**src/common/ics_pkg.sv**
```systemverilog
// Constants and carrier types of the two-wire bus control and status registers
package ics_pkg;

  // ==========================================================================
  // Register indices (byte address is four times the index)
  localparam logic [7:0] IDX_CONTROL  = 8'h18;
  localparam logic [7:0] IDX_STATUS1  = 8'h19;
  localparam logic [7:0] IDX_STATUS2  = 8'h1A;
  localparam logic [7:0] IDX_OWN_ADDR = 8'h1C;
  localparam logic [7:0] IDX_DATA     = 8'h1E;

  // ==========================================================================
  // Control register fields
  localparam int CR_ON    = 5;
  localparam int CR_GC    = 4;
  localparam int CR_START = 3;
  localparam int CR_ACK   = 2;
  localparam int CR_STOP  = 1;
  localparam int CR_ITE   = 0;

  // ==========================================================================
  // First status register fields
  localparam int S1_EVF  = 7;
  localparam int S1_HDR  = 6;
  localparam int S1_DIR  = 5;
  localparam int S1_BUSY = 4;
  localparam int S1_BTF  = 3;
  localparam int S1_SLAVE_ADDR_MATCH = 2;
  localparam int S1_MSTR = 1;
  localparam int S1_SB   = 0;

  // ==========================================================================
  // Second status register fields
  localparam int S2_AF   = 4;
  localparam int S2_STOP = 3;
  localparam int S2_LOST_CONTENTION = 2;
  localparam int S2_MISPLACED_CONDITION_FLAG = 1;
  localparam int S2_BROADCAST_ADDR_SEEN = 0;

  // ==========================================================================
  // Reset values and special addresses
  localparam logic [7:0] CR_RST   = 8'h00;
  localparam logic [7:0] OWN_RST  = 8'h00;
  localparam logic [7:0] DATA_RST = 8'h00;
  localparam logic [7:0] GC_ADDR  = 8'h00;
  localparam logic [7:0] IGN_ADDR = 8'h01;

  // ==========================================================================
  // Events from the bit engine, one-cycle pulses except in_byte and rx_byte
  typedef struct packed {
    logic       byte_done;
    logic       byte_sent;
    logic       addr_rx;
    logic [7:0] rx_byte;
    logic       nack;
    logic       arb_lost;
    logic       ack_slot_rx;
    logic       start_sent;
    logic       stop_sent;
    logic       hdr_sent;
    logic       addr_sent;
    logic       in_byte;
  } ics_ev_t;

  // Controls to the bit engine
  typedef struct packed {
    logic       on;
    logic       gc_en;
    logic       start_req;
    logic       ack_en;
    logic       stop_req;
    logic       master;
    logic       busy;
    logic       ack_give;
    logic       release_lines;
    logic       tx_load;
    logic       rx_taken;
    logic [7:0] own_addr;
    logic [7:0] tx_byte;
  } ics_ctl_t;

endpackage : ics_pkg

```
**src/core/ics_regs.sv**
```systemverilog
// Control and status registers of a multimaster two-wire bus interface
// What this block does
// - disable clears all but stop, busy, own address and data, releases outputs
// - broadcast acks 00h, ignores 01h
// - start request, cleared once start sent
// - acknowledge enable gates returned acknowledge
// - master stop request cleared after stop sent
// - slave stop releases lines; software clears it
// - clock held low while key flags pending
// - summary flag is OR of all events
// - header flag clears after status-two read, data write
// - direction flag follows byte-done flag
// - busy set on start, cleared on stop or error
// - busy frozen while disabled
// - byte-done set on ack clock, two-step clear
// - address-match set on match, cleared by status read
// - master role set by start, cleared on stop/loss
// - start-sent cleared by status read, data write
// - acknowledge failure cleared by status-two read
// - slave stop after acknowledge sets stop flag
// - arbitration loss flagged, none during master-rx ack
// - misplaced start or stop sets bus error
// - broadcast-seen flag cleared on stop or disable
// - one interrupt from enabled pending events
//
// Added by the designer: the address map and the Wishbone register port.
`timescale 1ns/100ps
`default_nettype none

module ics_regs #(
  parameter int ADR_W = 10
) (
  input  wire logic              clock,
  input  wire logic              srst,
  input  wire logic              ce,
  input  wire logic              wb_cyc_i,
  input  wire logic              wb_stb_i,
  input  wire logic              wb_we_i,
  input  wire logic [ADR_W-1:0]  wb_adr_i,
  input  wire logic [3:0]        wb_sel_i,
  input  wire logic [31:0]       wb_dat_i,
  output var  logic [31:0]       wb_dat_o,
  output var  logic              wb_ack_o,
  input  wire logic              scl_in,
  input  wire logic              sda_in,
  output var  logic              scl_out,
  output var  logic              scl_oe,
  input  wire ics_pkg::ics_ev_t  ev,
  output var  ics_pkg::ics_ctl_t ctl,
  output var  logic              irq
);

  if (ADR_W < 10) begin : g_adr_check
    $error("ADR_W must be at least 10");
  end

  // ==========================================================================
  // Bus decode
  logic       req;
  logic       acc;
  logic       wr;
  logic       rd;
  logic [7:0] idx;
  logic       hit_cr;
  logic       hit_s1;
  logic       hit_s2;
  logic       hit_own;
  logic       hit_dr;
  logic [7:0] wd;

  assign req     = wb_cyc_i & wb_stb_i;
  assign acc     = req & ~wb_ack_o;
  assign wr      = acc & wb_we_i & wb_sel_i[0];
  assign rd      = acc & ~wb_we_i;
  assign idx     = wb_adr_i[9:2];
  assign hit_cr  = idx == ics_pkg::IDX_CONTROL;
  assign hit_s1  = idx == ics_pkg::IDX_STATUS1;
  assign hit_s2  = idx == ics_pkg::IDX_STATUS2;
  assign hit_own = idx == ics_pkg::IDX_OWN_ADDR;
  assign hit_dr  = idx == ics_pkg::IDX_DATA;
  assign wd      = wb_dat_i[7:0];

  // ==========================================================================
  // State
  logic       on;
  logic       gc_en;
  logic       start_req;
  logic       ack_en;
  logic       stop_req;
  logic       irq_enable;
  logic [7:0] own_addr;
  logic [7:0] data_reg;
  logic       hdr;
  logic       dir;
  logic       busy;
  logic       byte_done_flag;
  logic       slave_addr_match;
  logic       master;
  logic       sb;
  logic       ev6;
  logic       af;
  logic       bus_end_detected;
  logic       lost_contention;
  logic       misplaced_condition_flag;
  logic       broadcast_addr_seen;
  logic       arm1;
  logic       arm2;
  logic       acked;
  logic       ack_give;
  logic       tx_load;
  logic       rx_taken;
  logic       release_lines;

  // ==========================================================================
  // Pin synchronisers and condition detection
  logic [1:0] scl_sync;
  logic [1:0] sda_sync;
  logic       scl_prev;
  logic       sda_prev;
  logic       start_det;
  logic       stop_det;

  always_ff @(posedge clock) begin
    if (srst) begin
      scl_sync <= 2'h3;
      sda_sync <= 2'h3;
      scl_prev <= 1'b1;
      sda_prev <= 1'b1;
    end else if (ce) begin
      scl_sync <= {scl_sync[0], scl_in};
      sda_sync <= {sda_sync[0], sda_in};
      scl_prev <= scl_sync[1];
      sda_prev <= sda_sync[1];
    end
  end

  assign start_det = scl_sync[1] & scl_prev & sda_prev & ~sda_sync[1];
  assign stop_det  = scl_sync[1] & scl_prev & ~sda_prev & sda_sync[1];

  // ==========================================================================
  // Access strobes for the clearing sequences
  logic s1_rd;
  logic s2_rd;
  logic cr_wr;
  logic dr_wr;
  logic dr_rd;
  logic addr_hit;
  logic gc_hit;
  logic event_pending;
  logic misplaced;

  assign s1_rd = rd & hit_s1;
  assign s2_rd = rd & hit_s2;
  assign cr_wr = wr & hit_cr;
  assign dr_wr = wr & hit_dr;
  assign dr_rd = rd & hit_dr;

  assign gc_hit   = gc_en & (ev.rx_byte == ics_pkg::GC_ADDR);
  assign addr_hit = ev.addr_rx & (gc_hit | (ev.rx_byte != ics_pkg::IGN_ADDR
                    && ev.rx_byte[7:1] == own_addr[7:1]));

  assign misplaced = (start_det | stop_det) & ev.in_byte;

  assign event_pending = byte_done_flag | slave_addr_match | sb | af | bus_end_detected | lost_contention | misplaced_condition_flag | hdr | ev6;

  // ==========================================================================
  // Control register
  always_ff @(posedge clock) begin
    if (srst) begin
      on        <= 1'b0;
      gc_en     <= 1'b0;
      start_req <= 1'b0;
      ack_en    <= 1'b0;
      stop_req  <= 1'b0;
      irq_enable       <= 1'b0;
    end else if (ce) begin
      if (cr_wr) begin
        on       <= wd[ics_pkg::CR_ON];
        stop_req <= wd[ics_pkg::CR_STOP];
        if (on && wd[ics_pkg::CR_ON]) begin
          gc_en     <= wd[ics_pkg::CR_GC];
          start_req <= wd[ics_pkg::CR_START];
          ack_en    <= wd[ics_pkg::CR_ACK];
          irq_enable       <= wd[ics_pkg::CR_ITE];
        end
      end
      if (on && ev.start_sent) begin
        start_req <= 1'b0;
      end
      if (on && master && ev.stop_sent) begin
        stop_req <= 1'b0;
      end
      if (!on || (cr_wr && !wd[ics_pkg::CR_ON])) begin
        gc_en     <= 1'b0;
        start_req <= 1'b0;
        ack_en    <= 1'b0;
        irq_enable       <= 1'b0;
      end
    end
  end

  // ==========================================================================
  // Own address and data registers
  always_ff @(posedge clock) begin
    if (srst) begin
      own_addr <= ics_pkg::OWN_RST;
      data_reg <= ics_pkg::DATA_RST;
    end else if (ce) begin
      if (wr && hit_own) begin
        own_addr <= wd;
      end
      if (dr_wr) begin
        data_reg <= wd;
      end else if (ev.byte_done && !ev.byte_sent) begin
        data_reg <= ev.rx_byte;
      end
    end
  end

  // ==========================================================================
  // Clearing sequence tracking
  always_ff @(posedge clock) begin
    if (srst) begin
      arm1 <= 1'b0;
      arm2 <= 1'b0;
    end else if (ce) begin
      if (!on) begin
        arm1 <= 1'b0;
        arm2 <= 1'b0;
      end else begin
        if (s1_rd) begin
          arm1 <= 1'b1;
        end else if (dr_wr || dr_rd || cr_wr) begin
          arm1 <= 1'b0;
        end
        if (s2_rd) begin
          arm2 <= 1'b1;
        end else if (dr_wr || dr_rd || cr_wr) begin
          arm2 <= 1'b0;
        end
      end
    end
  end

  // ==========================================================================
  // Bus busy tracking, frozen while disabled
  always_ff @(posedge clock) begin
    if (srst) begin
      busy <= 1'b0;
    end else if (ce && on) begin
      if (start_det && !misplaced) begin
        busy <= 1'b1;
      end else if (stop_det || misplaced) begin
        busy <= 1'b0;
      end
    end
  end

  // ==========================================================================
  // Status flags; in each flag the set is written last so it wins
  always_ff @(posedge clock) begin
    if (srst) begin
      hdr    <= 1'b0;
      dir    <= 1'b0;
      byte_done_flag    <= 1'b0;
      slave_addr_match   <= 1'b0;
      master <= 1'b0;
      sb     <= 1'b0;
      ev6    <= 1'b0;
      af     <= 1'b0;
      bus_end_detected  <= 1'b0;
      lost_contention   <= 1'b0;
      misplaced_condition_flag   <= 1'b0;
      broadcast_addr_seen   <= 1'b0;
      acked  <= 1'b0;
    end else if (ce) begin
      if (!on) begin
        hdr    <= 1'b0;
        dir    <= 1'b0;
        byte_done_flag    <= 1'b0;
        slave_addr_match   <= 1'b0;
        master <= 1'b0;
        sb     <= 1'b0;
        ev6    <= 1'b0;
        af     <= 1'b0;
        bus_end_detected  <= 1'b0;
        lost_contention   <= 1'b0;
        misplaced_condition_flag   <= 1'b0;
        broadcast_addr_seen   <= 1'b0;
        acked  <= 1'b0;
      end else begin
        // Clears by software sequence or bus condition
        if (arm2 && dr_wr) hdr <= 1'b0;
        if (arm1 && (dr_wr || dr_rd)) begin
          byte_done_flag <= 1'b0;
          dir <= 1'b0;
        end
        if (s1_rd) slave_addr_match <= 1'b0;
        if (arm1 && dr_wr) sb <= 1'b0;
        if (arm1 && cr_wr) ev6 <= 1'b0;
        if (s2_rd) begin
          af   <= 1'b0;
          lost_contention <= 1'b0;
          misplaced_condition_flag <= 1'b0;
        end
        if (s2_rd) bus_end_detected <= 1'b0;
        if (stop_det) begin
          master <= 1'b0;
          broadcast_addr_seen   <= 1'b0;
          dir    <= 1'b0;
          acked  <= 1'b0;
        end
        if (start_det) acked <= 1'b0;
        if (ev.arb_lost && !ev.ack_slot_rx) begin
          master <= 1'b0;
          dir    <= 1'b0;
        end
        // Sets by hardware events and the start write
        if (ev.hdr_sent && master) hdr <= 1'b1;
        if (ev.byte_done) begin
          byte_done_flag <= 1'b1;
          dir <= ev.byte_sent;
          if (!ev.byte_sent) acked <= 1'b1;
        end
        if (addr_hit && !master) begin
          slave_addr_match  <= 1'b1;
          acked <= ack_en;
          if (gc_hit) broadcast_addr_seen <= 1'b1;
        end
        if (cr_wr && on && wd[ics_pkg::CR_START]) master <= 1'b1;
        if (ev.start_sent) sb <= 1'b1;
        if (ev.addr_sent && master) ev6 <= 1'b1;
        if (ev.nack) af <= 1'b1;
        if (stop_det && !master && ack_en && acked) bus_end_detected <= 1'b1;
        if (ev.arb_lost && !ev.ack_slot_rx && master) lost_contention <= 1'b1;
        if (misplaced) misplaced_condition_flag <= 1'b1;
      end
    end
  end

  // ==========================================================================
  // Engine controls
  always_ff @(posedge clock) begin
    if (srst) begin
      ack_give      <= 1'b0;
      tx_load       <= 1'b0;
      rx_taken      <= 1'b0;
      release_lines <= 1'b0;
    end else if (ce) begin
      ack_give      <= on & ack_en;
      tx_load       <= on & dr_wr;
      rx_taken      <= on & dr_rd;
      release_lines <= on & ~master & stop_req & byte_done_flag;
    end
  end

  // ==========================================================================
  // Pin outputs and interrupt
  always_ff @(posedge clock) begin
    if (srst) begin
      scl_out <= 1'b0;
      scl_oe  <= 1'b0;
      irq     <= 1'b0;
    end else if (ce) begin
      scl_out <= 1'b0;
      scl_oe  <= on & (hdr | sb | byte_done_flag | slave_addr_match | ev6);
      irq     <= on & irq_enable & event_pending;
    end
  end

  // ==========================================================================
  // Register read and bus answer
  logic [7:0] next_rd;

  always_comb begin
    next_rd = 8'h00;
    if (hit_cr) begin
      next_rd[ics_pkg::CR_ON]    = on;
      next_rd[ics_pkg::CR_GC]    = gc_en;
      next_rd[ics_pkg::CR_START] = start_req;
      next_rd[ics_pkg::CR_ACK]   = ack_en;
      next_rd[ics_pkg::CR_STOP]  = stop_req;
      next_rd[ics_pkg::CR_ITE]   = irq_enable;
    end else if (hit_s1) begin
      next_rd[ics_pkg::S1_EVF]  = event_pending;
      next_rd[ics_pkg::S1_HDR]  = hdr;
      next_rd[ics_pkg::S1_DIR]  = dir & byte_done_flag;
      next_rd[ics_pkg::S1_BUSY] = busy;
      next_rd[ics_pkg::S1_BTF]  = byte_done_flag;
      next_rd[ics_pkg::S1_SLAVE_ADDR_MATCH] = slave_addr_match;
      next_rd[ics_pkg::S1_MSTR] = master;
      next_rd[ics_pkg::S1_SB]   = sb;
    end else if (hit_s2) begin
      next_rd[ics_pkg::S2_AF]   = af;
      next_rd[ics_pkg::S2_STOP] = bus_end_detected;
      next_rd[ics_pkg::S2_LOST_CONTENTION] = lost_contention;
      next_rd[ics_pkg::S2_MISPLACED_CONDITION_FLAG] = misplaced_condition_flag;
      next_rd[ics_pkg::S2_BROADCAST_ADDR_SEEN] = broadcast_addr_seen;
    end else if (hit_own) begin
      next_rd = own_addr;
    end else if (hit_dr) begin
      next_rd = data_reg;
    end
  end

  always_ff @(posedge clock) begin
    if (srst) begin
      wb_ack_o <= 1'b0;
      wb_dat_o <= 32'h0000_0000;
    end else if (ce) begin
      wb_ack_o <= acc;
      if (rd) begin
        wb_dat_o <= {24'h00_0000, next_rd};
      end
    end
  end

  // ==========================================================================
  // Control bundle, all fields from flip-flops
  assign ctl.on            = on;
  assign ctl.gc_en         = gc_en;
  assign ctl.start_req     = start_req;
  assign ctl.ack_en        = ack_en;
  assign ctl.stop_req      = stop_req;
  assign ctl.master        = master;
  assign ctl.busy          = busy;
  assign ctl.ack_give      = ack_give;
  assign ctl.release_lines = release_lines;
  assign ctl.tx_load       = tx_load;
  assign ctl.rx_taken      = rx_taken;
  assign ctl.own_addr      = own_addr;
  assign ctl.tx_byte       = data_reg;

endmodule : ics_regs

`default_nettype wire

```
**config.mk**
```make
export PLATFORM = sky130hd
export DESIGN_NAME = ics_regs
export DESIGN_NICKNAME = d
export VERILOG_FILES = /design/src/common/ics_pkg.sv /design/src/core/ics_regs.sv
export SDC_FILE = /design/constraint.sdc
export NUM_CORES = 1
export LEC_CHECK = 0
export ABC_AREA = 1
export BUFFER_PORTS_ARGS = -buffer_cell sky130_fd_sc_hd__buf_2
export CORE_ASPECT_RATIO = 1.75
export CORE_UTILIZATION = 55
export CTS_BUF_LIST = sky130_fd_sc_hd__clkbuf_2
export CTS_CLUSTER_SIZE = 12
export DETAILED_ROUTE_END_ITERATION = 7
export GPL_ROUTABILITY_DRIVEN = 0
export PLACE_DENSITY = 0.89
export SKIP_CTS_REPAIR_TIMING = 1
export SLEW_MARGIN = 20
export SYNTH_ARGS = -nofsm -noshare
export SYNTH_HDL_FRONTEND = slang
export SYNTH_SLANG_ARGS = --single-unit
```
**constraint.sdc**
```tcl
create_clock -name clock -period 4 [get_ports clock]
set_clock_uncertainty 0.15 [all_clocks]
set_input_delay 0.6 -clock clock [delete_from_list [all_inputs] [get_ports clock]]
set_output_delay 0.6 -clock clock [all_outputs]
set_load 0.02 [all_outputs]
```
======== Yosys cells after proc, flatten, opt, wreduce, memory -nomap -nowiden ========
Index checks and enable logic that the tools add are counted.
W data, S select, Z words.
operators by class
  muxes and demuxes ....................... 73
  equal/unequal tests ..................... 20
  bitwise logic cells ..................... 47
  reductions and logical operators ........ 63
operator list
  cell                  number
  $mux W1               64
  $eq A8 B5 Y1 const B  5
  $mux W8               5
  $reduce_and A2 Y1     19
  $and A1 B1 Y1         28
  $logic_and A1 B1 Y1   24
  $ne A3 B1 Y1 const B  8
  $or A1 B1 Y1          14
  $reduce_bool A2 Y1    5
  $ne A3 B2 Y1 const B  3
  $logic_not A8 Y1      1
  $ne A8 B1 Y1 const B  1
  $eq A7 B7 Y1          1
  $logic_not A1 Y1      6
  $mux W6               1
  $reduce_and A3 Y1     2
  $reduce_bool A3 Y1    2
  $mux W5               1
  $ne A5 B2 Y1 const B  1
  $not A1 Y1            5
  $logic_or A1 B1 Y1    4
  $ne A4 B1 Y1 const B  1
  $mux W3               1
  $mux W2               1
word-level totals
  output and inout bits ................... 63
  word-level logic and storage cells ...... 239
  bits of input ports ..................... 73
  bits in registers ....................... 59

======== Depth between registers and ports, before layout ========
  depth after elaboration ................. 12
  gate-level depth with buffers ........... 12
  mapped depth without buffers ............ 11

======== Least setup slack after synthesis ========
OpenSTA, ideal clock, no wires.
  path kind ............................... input to register
  from .................................... input port wb_cyc_i
  to ...................................... register data_reg[7]
  data required time ...................... 3.730 ns
  setup time .............................. 0.120 ns
  arrival time ............................ 1.606 ns
  slack ................................... 2.124 ns
  buffers on the path ..................... 2
  stages .................................. 9
  cells stage by stage .................... nand2_1 -> nor2_4 -> nand3_4 -> nor2_4 -> buf_6 -> buf_12 -> o21ai_1 -> o21ai_0 -> a21oi_1
between the ends
  word-level cells in the longest chain between the ends .. 7
  elaborated cells on any way between the ends .. 8
  classes of those cells .................. 1 x mux; 5 x bitwise; 2 x reduce/logical
RTL lines
  what                                 line             RTL
  start: declaration                   ics_regs.sv:36   input wire logic wb_cyc_i,
  $and A1 B1 Y1 *                      ics_regs.sv:71   assign req = wb_cyc_i & wb_stb_i;
  $and A1 B1 Y1 *                      ics_regs.sv:72   assign acc = req & ~wb_ack_o;
  $and A1 B1 Y1 * (2 in a row)         ics_regs.sv:73   assign wr = acc & wb_we_i & wb_sel_i[0];
  $and A1 B1 Y1 *                      ics_regs.sv:155  assign dr_wr = wr & hit_dr;
  $reduce_bool A2 Y1 (no source line)  -
  $reduce_and A2 Y1 (no source line)   -
  end signal: assignment               ics_regs.sv:207  data_reg <= ics_pkg::DATA_RST;
  end signal: assignment               ics_regs.sv:213  data_reg <= wd;
  end signal: assignment               ics_regs.sv:215  data_reg <= ev.rx_byte;
  end: declaration                     ics_regs.sv:92   logic [7:0] data_reg;
Mark *: on every way between the ends. The rest lies on a longest branch, timed or not.
A chain may end at the register's enable or synchronous reset.

======== Worst setup path after layout ========
  from .................................... input port wb_adr_i[7]
  to ...................................... register data_reg[3]
between the ends
  word-level cells in the longest chain between the ends .. 4
  elaborated cells on any way between the ends .. 5
  classes of those cells .................. 1 x eq/ne; 1 x mux; 1 x bitwise; 2 x reduce/logical
RTL lines
  what                                 line             RTL
  start: declaration                   ics_regs.sv:39   input wire logic [ADR_W-1:0] wb_adr_i,
  $eq A8 B5 Y1 *                       ics_regs.sv:80   assign hit_dr = idx == ics_pkg::IDX_DATA;
  $and A1 B1 Y1 *                      ics_regs.sv:155
  $reduce_bool A2 Y1 (no source line)  -
  $reduce_and A2 Y1 (no source line)   -
Marked as above.

==> run_results.csv <==
group,metric,value,unit
placed_design,place_hpwl,7240,um
yosys,synth_edf_count,0,
layout,layout_commonest_cell,"nand2_1",
sta,hold_slack,0.150,ns
yosys,synth_cell_types,35,
die,num_rows,38,
run_status,status,"completed",
setup_path,critPathKind,"primary input to flop",
setup_path,required,4.25,ns
drt,met3_length,857,um
drt,avgRoutedWirePerCell,13.9,um
drt,drt_pass1_iterations,5,
sta,fin_setup_tns,0,ns
sta,hold_viol_final,0,
placed_design,io_buffers,81,
clock_tree,clkTransAtPathRegs,0.15,ns
hold_path,min_path_type,"primary input to flop",
sta,setup_slack,1.68,ns
layout,drive_gt1_frac,0.208,
pwr,power,1.05,mW
setup_path,r2r_setup_slack,1.88,ns
placed_design,postPlaceCellArea,3740,um2
die,fp.coreArea,6180,um2
clock_tree,cts.sinks,59,
grt,grt_max_degree,42,
layout,antenna_cells,0,
grt,grt_antenna_before_repair,0,
layout,mostFrequentLayoutCells,"131 x nand2_1, 81 x buf_2, 63 x inv_1",
drt,wirelength,9510,um
setup_path,start_kind,"primary input",
drt,wl_met1,3350,um
layout,stdcell_count,682,
drt,viasPerCell,5.43,
clock_tree,htreeDepth,3,
yosys,ys_seq_area_frac,0.336,
flow_run,max-cap-violations,0,
placed_design,preCtsSetupSlack,1.17,ns
setup_path,arrival,2.56,ns
clock_tree,cts_root_buf,"clkbuf_2",
layout,fin_area,3820,um2
die,die_area,6720,um2
drt,drt_iter0_drc,267,
sta,fin_crit,2.32,ns
sta,rsz0062_at_grt,"no",
sta,setup-violations-final,0,
grt,grt_pass1_wl,15200,um
setup_path,crit_fanout,20,
clock_tree,clock_latency,0.53,ns
drt,drc,0,
die,die_w,62.4,um
layout,final_nets,670,
sta,min_period_over_period,0.579,
clock_tree,tritoncts,"yes",
pwr,leakagePower,1.83,nW
sta,worstMarginPinSlew,0.614,ns
grt,grt_pass1_vias,3408,
yosys,yosys_most_used_dff,"dfxtp_1",
drt,postRouteAntennaNets,0,
sta,max-slew-margin-rel,0.591,
setup_path,crit_buf_inv,2,
yosys,yosysWarnings,0,
clock_tree,cts_made_buffers,9,
layout,final_core_util,0.618,
pwr,power_density,274,nW/um2
grt,grt_overflow_total,0,
yosys,ys_ff_latch,59,
die,boundaryPins,136,
placed_design,dp.cells,666,
sta,drv_slew,0,
yosys,synthCells,533,
drt,route.met2.wl,4750,um
setup_path,cp_top_family,"simple AND/OR/NAND/NOR gates",
setup_path,crit_chain,"buf_2, inv_1, nand2_1, nor2_2, nand2_2, nor2_4, o21ai_2, o21ai_0, a21oi_1",
setup_path,critPathSlowestCell,"nor2_4",
die,initial_core_util,0.568,
layout,syn_to_final_growth,8.76,%
clock_tree,clockBufferDepth,2,
setup_path,max_stage_delay,0.48,ns
yosys,synth_area,3510,um2
yosys,synthArstFlopShare,0,
yosys,avgSynthCellArea,6.59,um2
grt,track_usage,0.292,
layout,fillers,606,
drt,num_vias,3701,
drt,top_layer,"met4",
pwr,ir_worst_vdd,0.000159,V
setup_path,end_kind,"flop",
die,die_y,108,um
sta,max_freq,432,MHz
[cell type report]
cell class	count	area (um2)	share of cell area
clock buffers	12	60.1	0.0157
clock inverters	4	17.5	0.00458
inverters	71	267	0.0697
multi-input cells	374	1780	0.467
flip-flops and latches	59	1180	0.309
well taps	80	100	0.0262
repair buffers	82	413	0.108
[report_power, final]
part | switching [mW] | internal (mW) | total, mW
Combinational | 0.100 | 0.0403 | 0.141
Clock | 0.218 | 0.0837 | 0.302
Sequential | 0.00694 | 0.598 | 0.605
[tightest hold or removal path, cell delays in order]
cell and delay, ns:
buf_2 0.07, nand2_1 0.04, nand3_1 0.06
[metal layers]
metal	global-route usage	up-vias
li1	-	1776
met1	0.297	1652
met2	0.497	222
met3	0.0720	51
met4	0.248	0
met5	0	-
[logic make-up after synthesis]
family / after synthesis / synth area share
flip-flops: 59 / 0.336
buffers and inverters: 124 / 0.182
AO/OA/AOI/OAI: 101 / 0.158
AND/OR/NAND/NOR: 248 / 0.323
other: 1 / 0.00107
[Yosys cell counts (2+ instances only)]
cell type	instances	area (um2)
a211oi_1	2	15.0
a21oi_1	45	225
a31oi_1	2	12.5
buf_2	6	30.0
buf_4	36	270
buf_6	2	22.5
clkbuf_1	8	30.0
clkinv_1	2	7.51
dfxtp_1	59	1180
inv_1	63	236
inv_2	6	22.5
nand2_1	131	492
nand2_2	2	12.5
nand3_1	31	155
nand3_2	2	20.0
nand3_4	2	35.0
nand4_1	7	43.8
nor2_1	48	180
nor2_2	4	25.0
nor2_4	4	45.0
nor3_1	5	25.0
nor3_4	2	32.5
nor4_1	7	43.8
o2111ai_1	2	17.5
o211ai_1	2	15.0
o21ai_0	28	140
o21ai_1	9	45.0
o21ai_2	5	43.8
o21bai_1	2	15.0
o22ai_1	4	25.0
[final timing paths]
path         cells past startpoint                  start                        to
max                              9            wb_adr_i[7]  data_reg[3]$_SDFFE_PP0P_
min                              3                 sda_in  sda_sync[0]$_SDFFE_PP1P_
max reg2reg                      6  wb_ack_o$_SDFFE_PP0P_  data_reg[3]$_SDFFE_PP0P_
min reg2reg                      2  rx_taken$_SDFFE_PP0P_     rx_taken$_SDFFE_PP0P_
(Power assumes the default switching activity.)
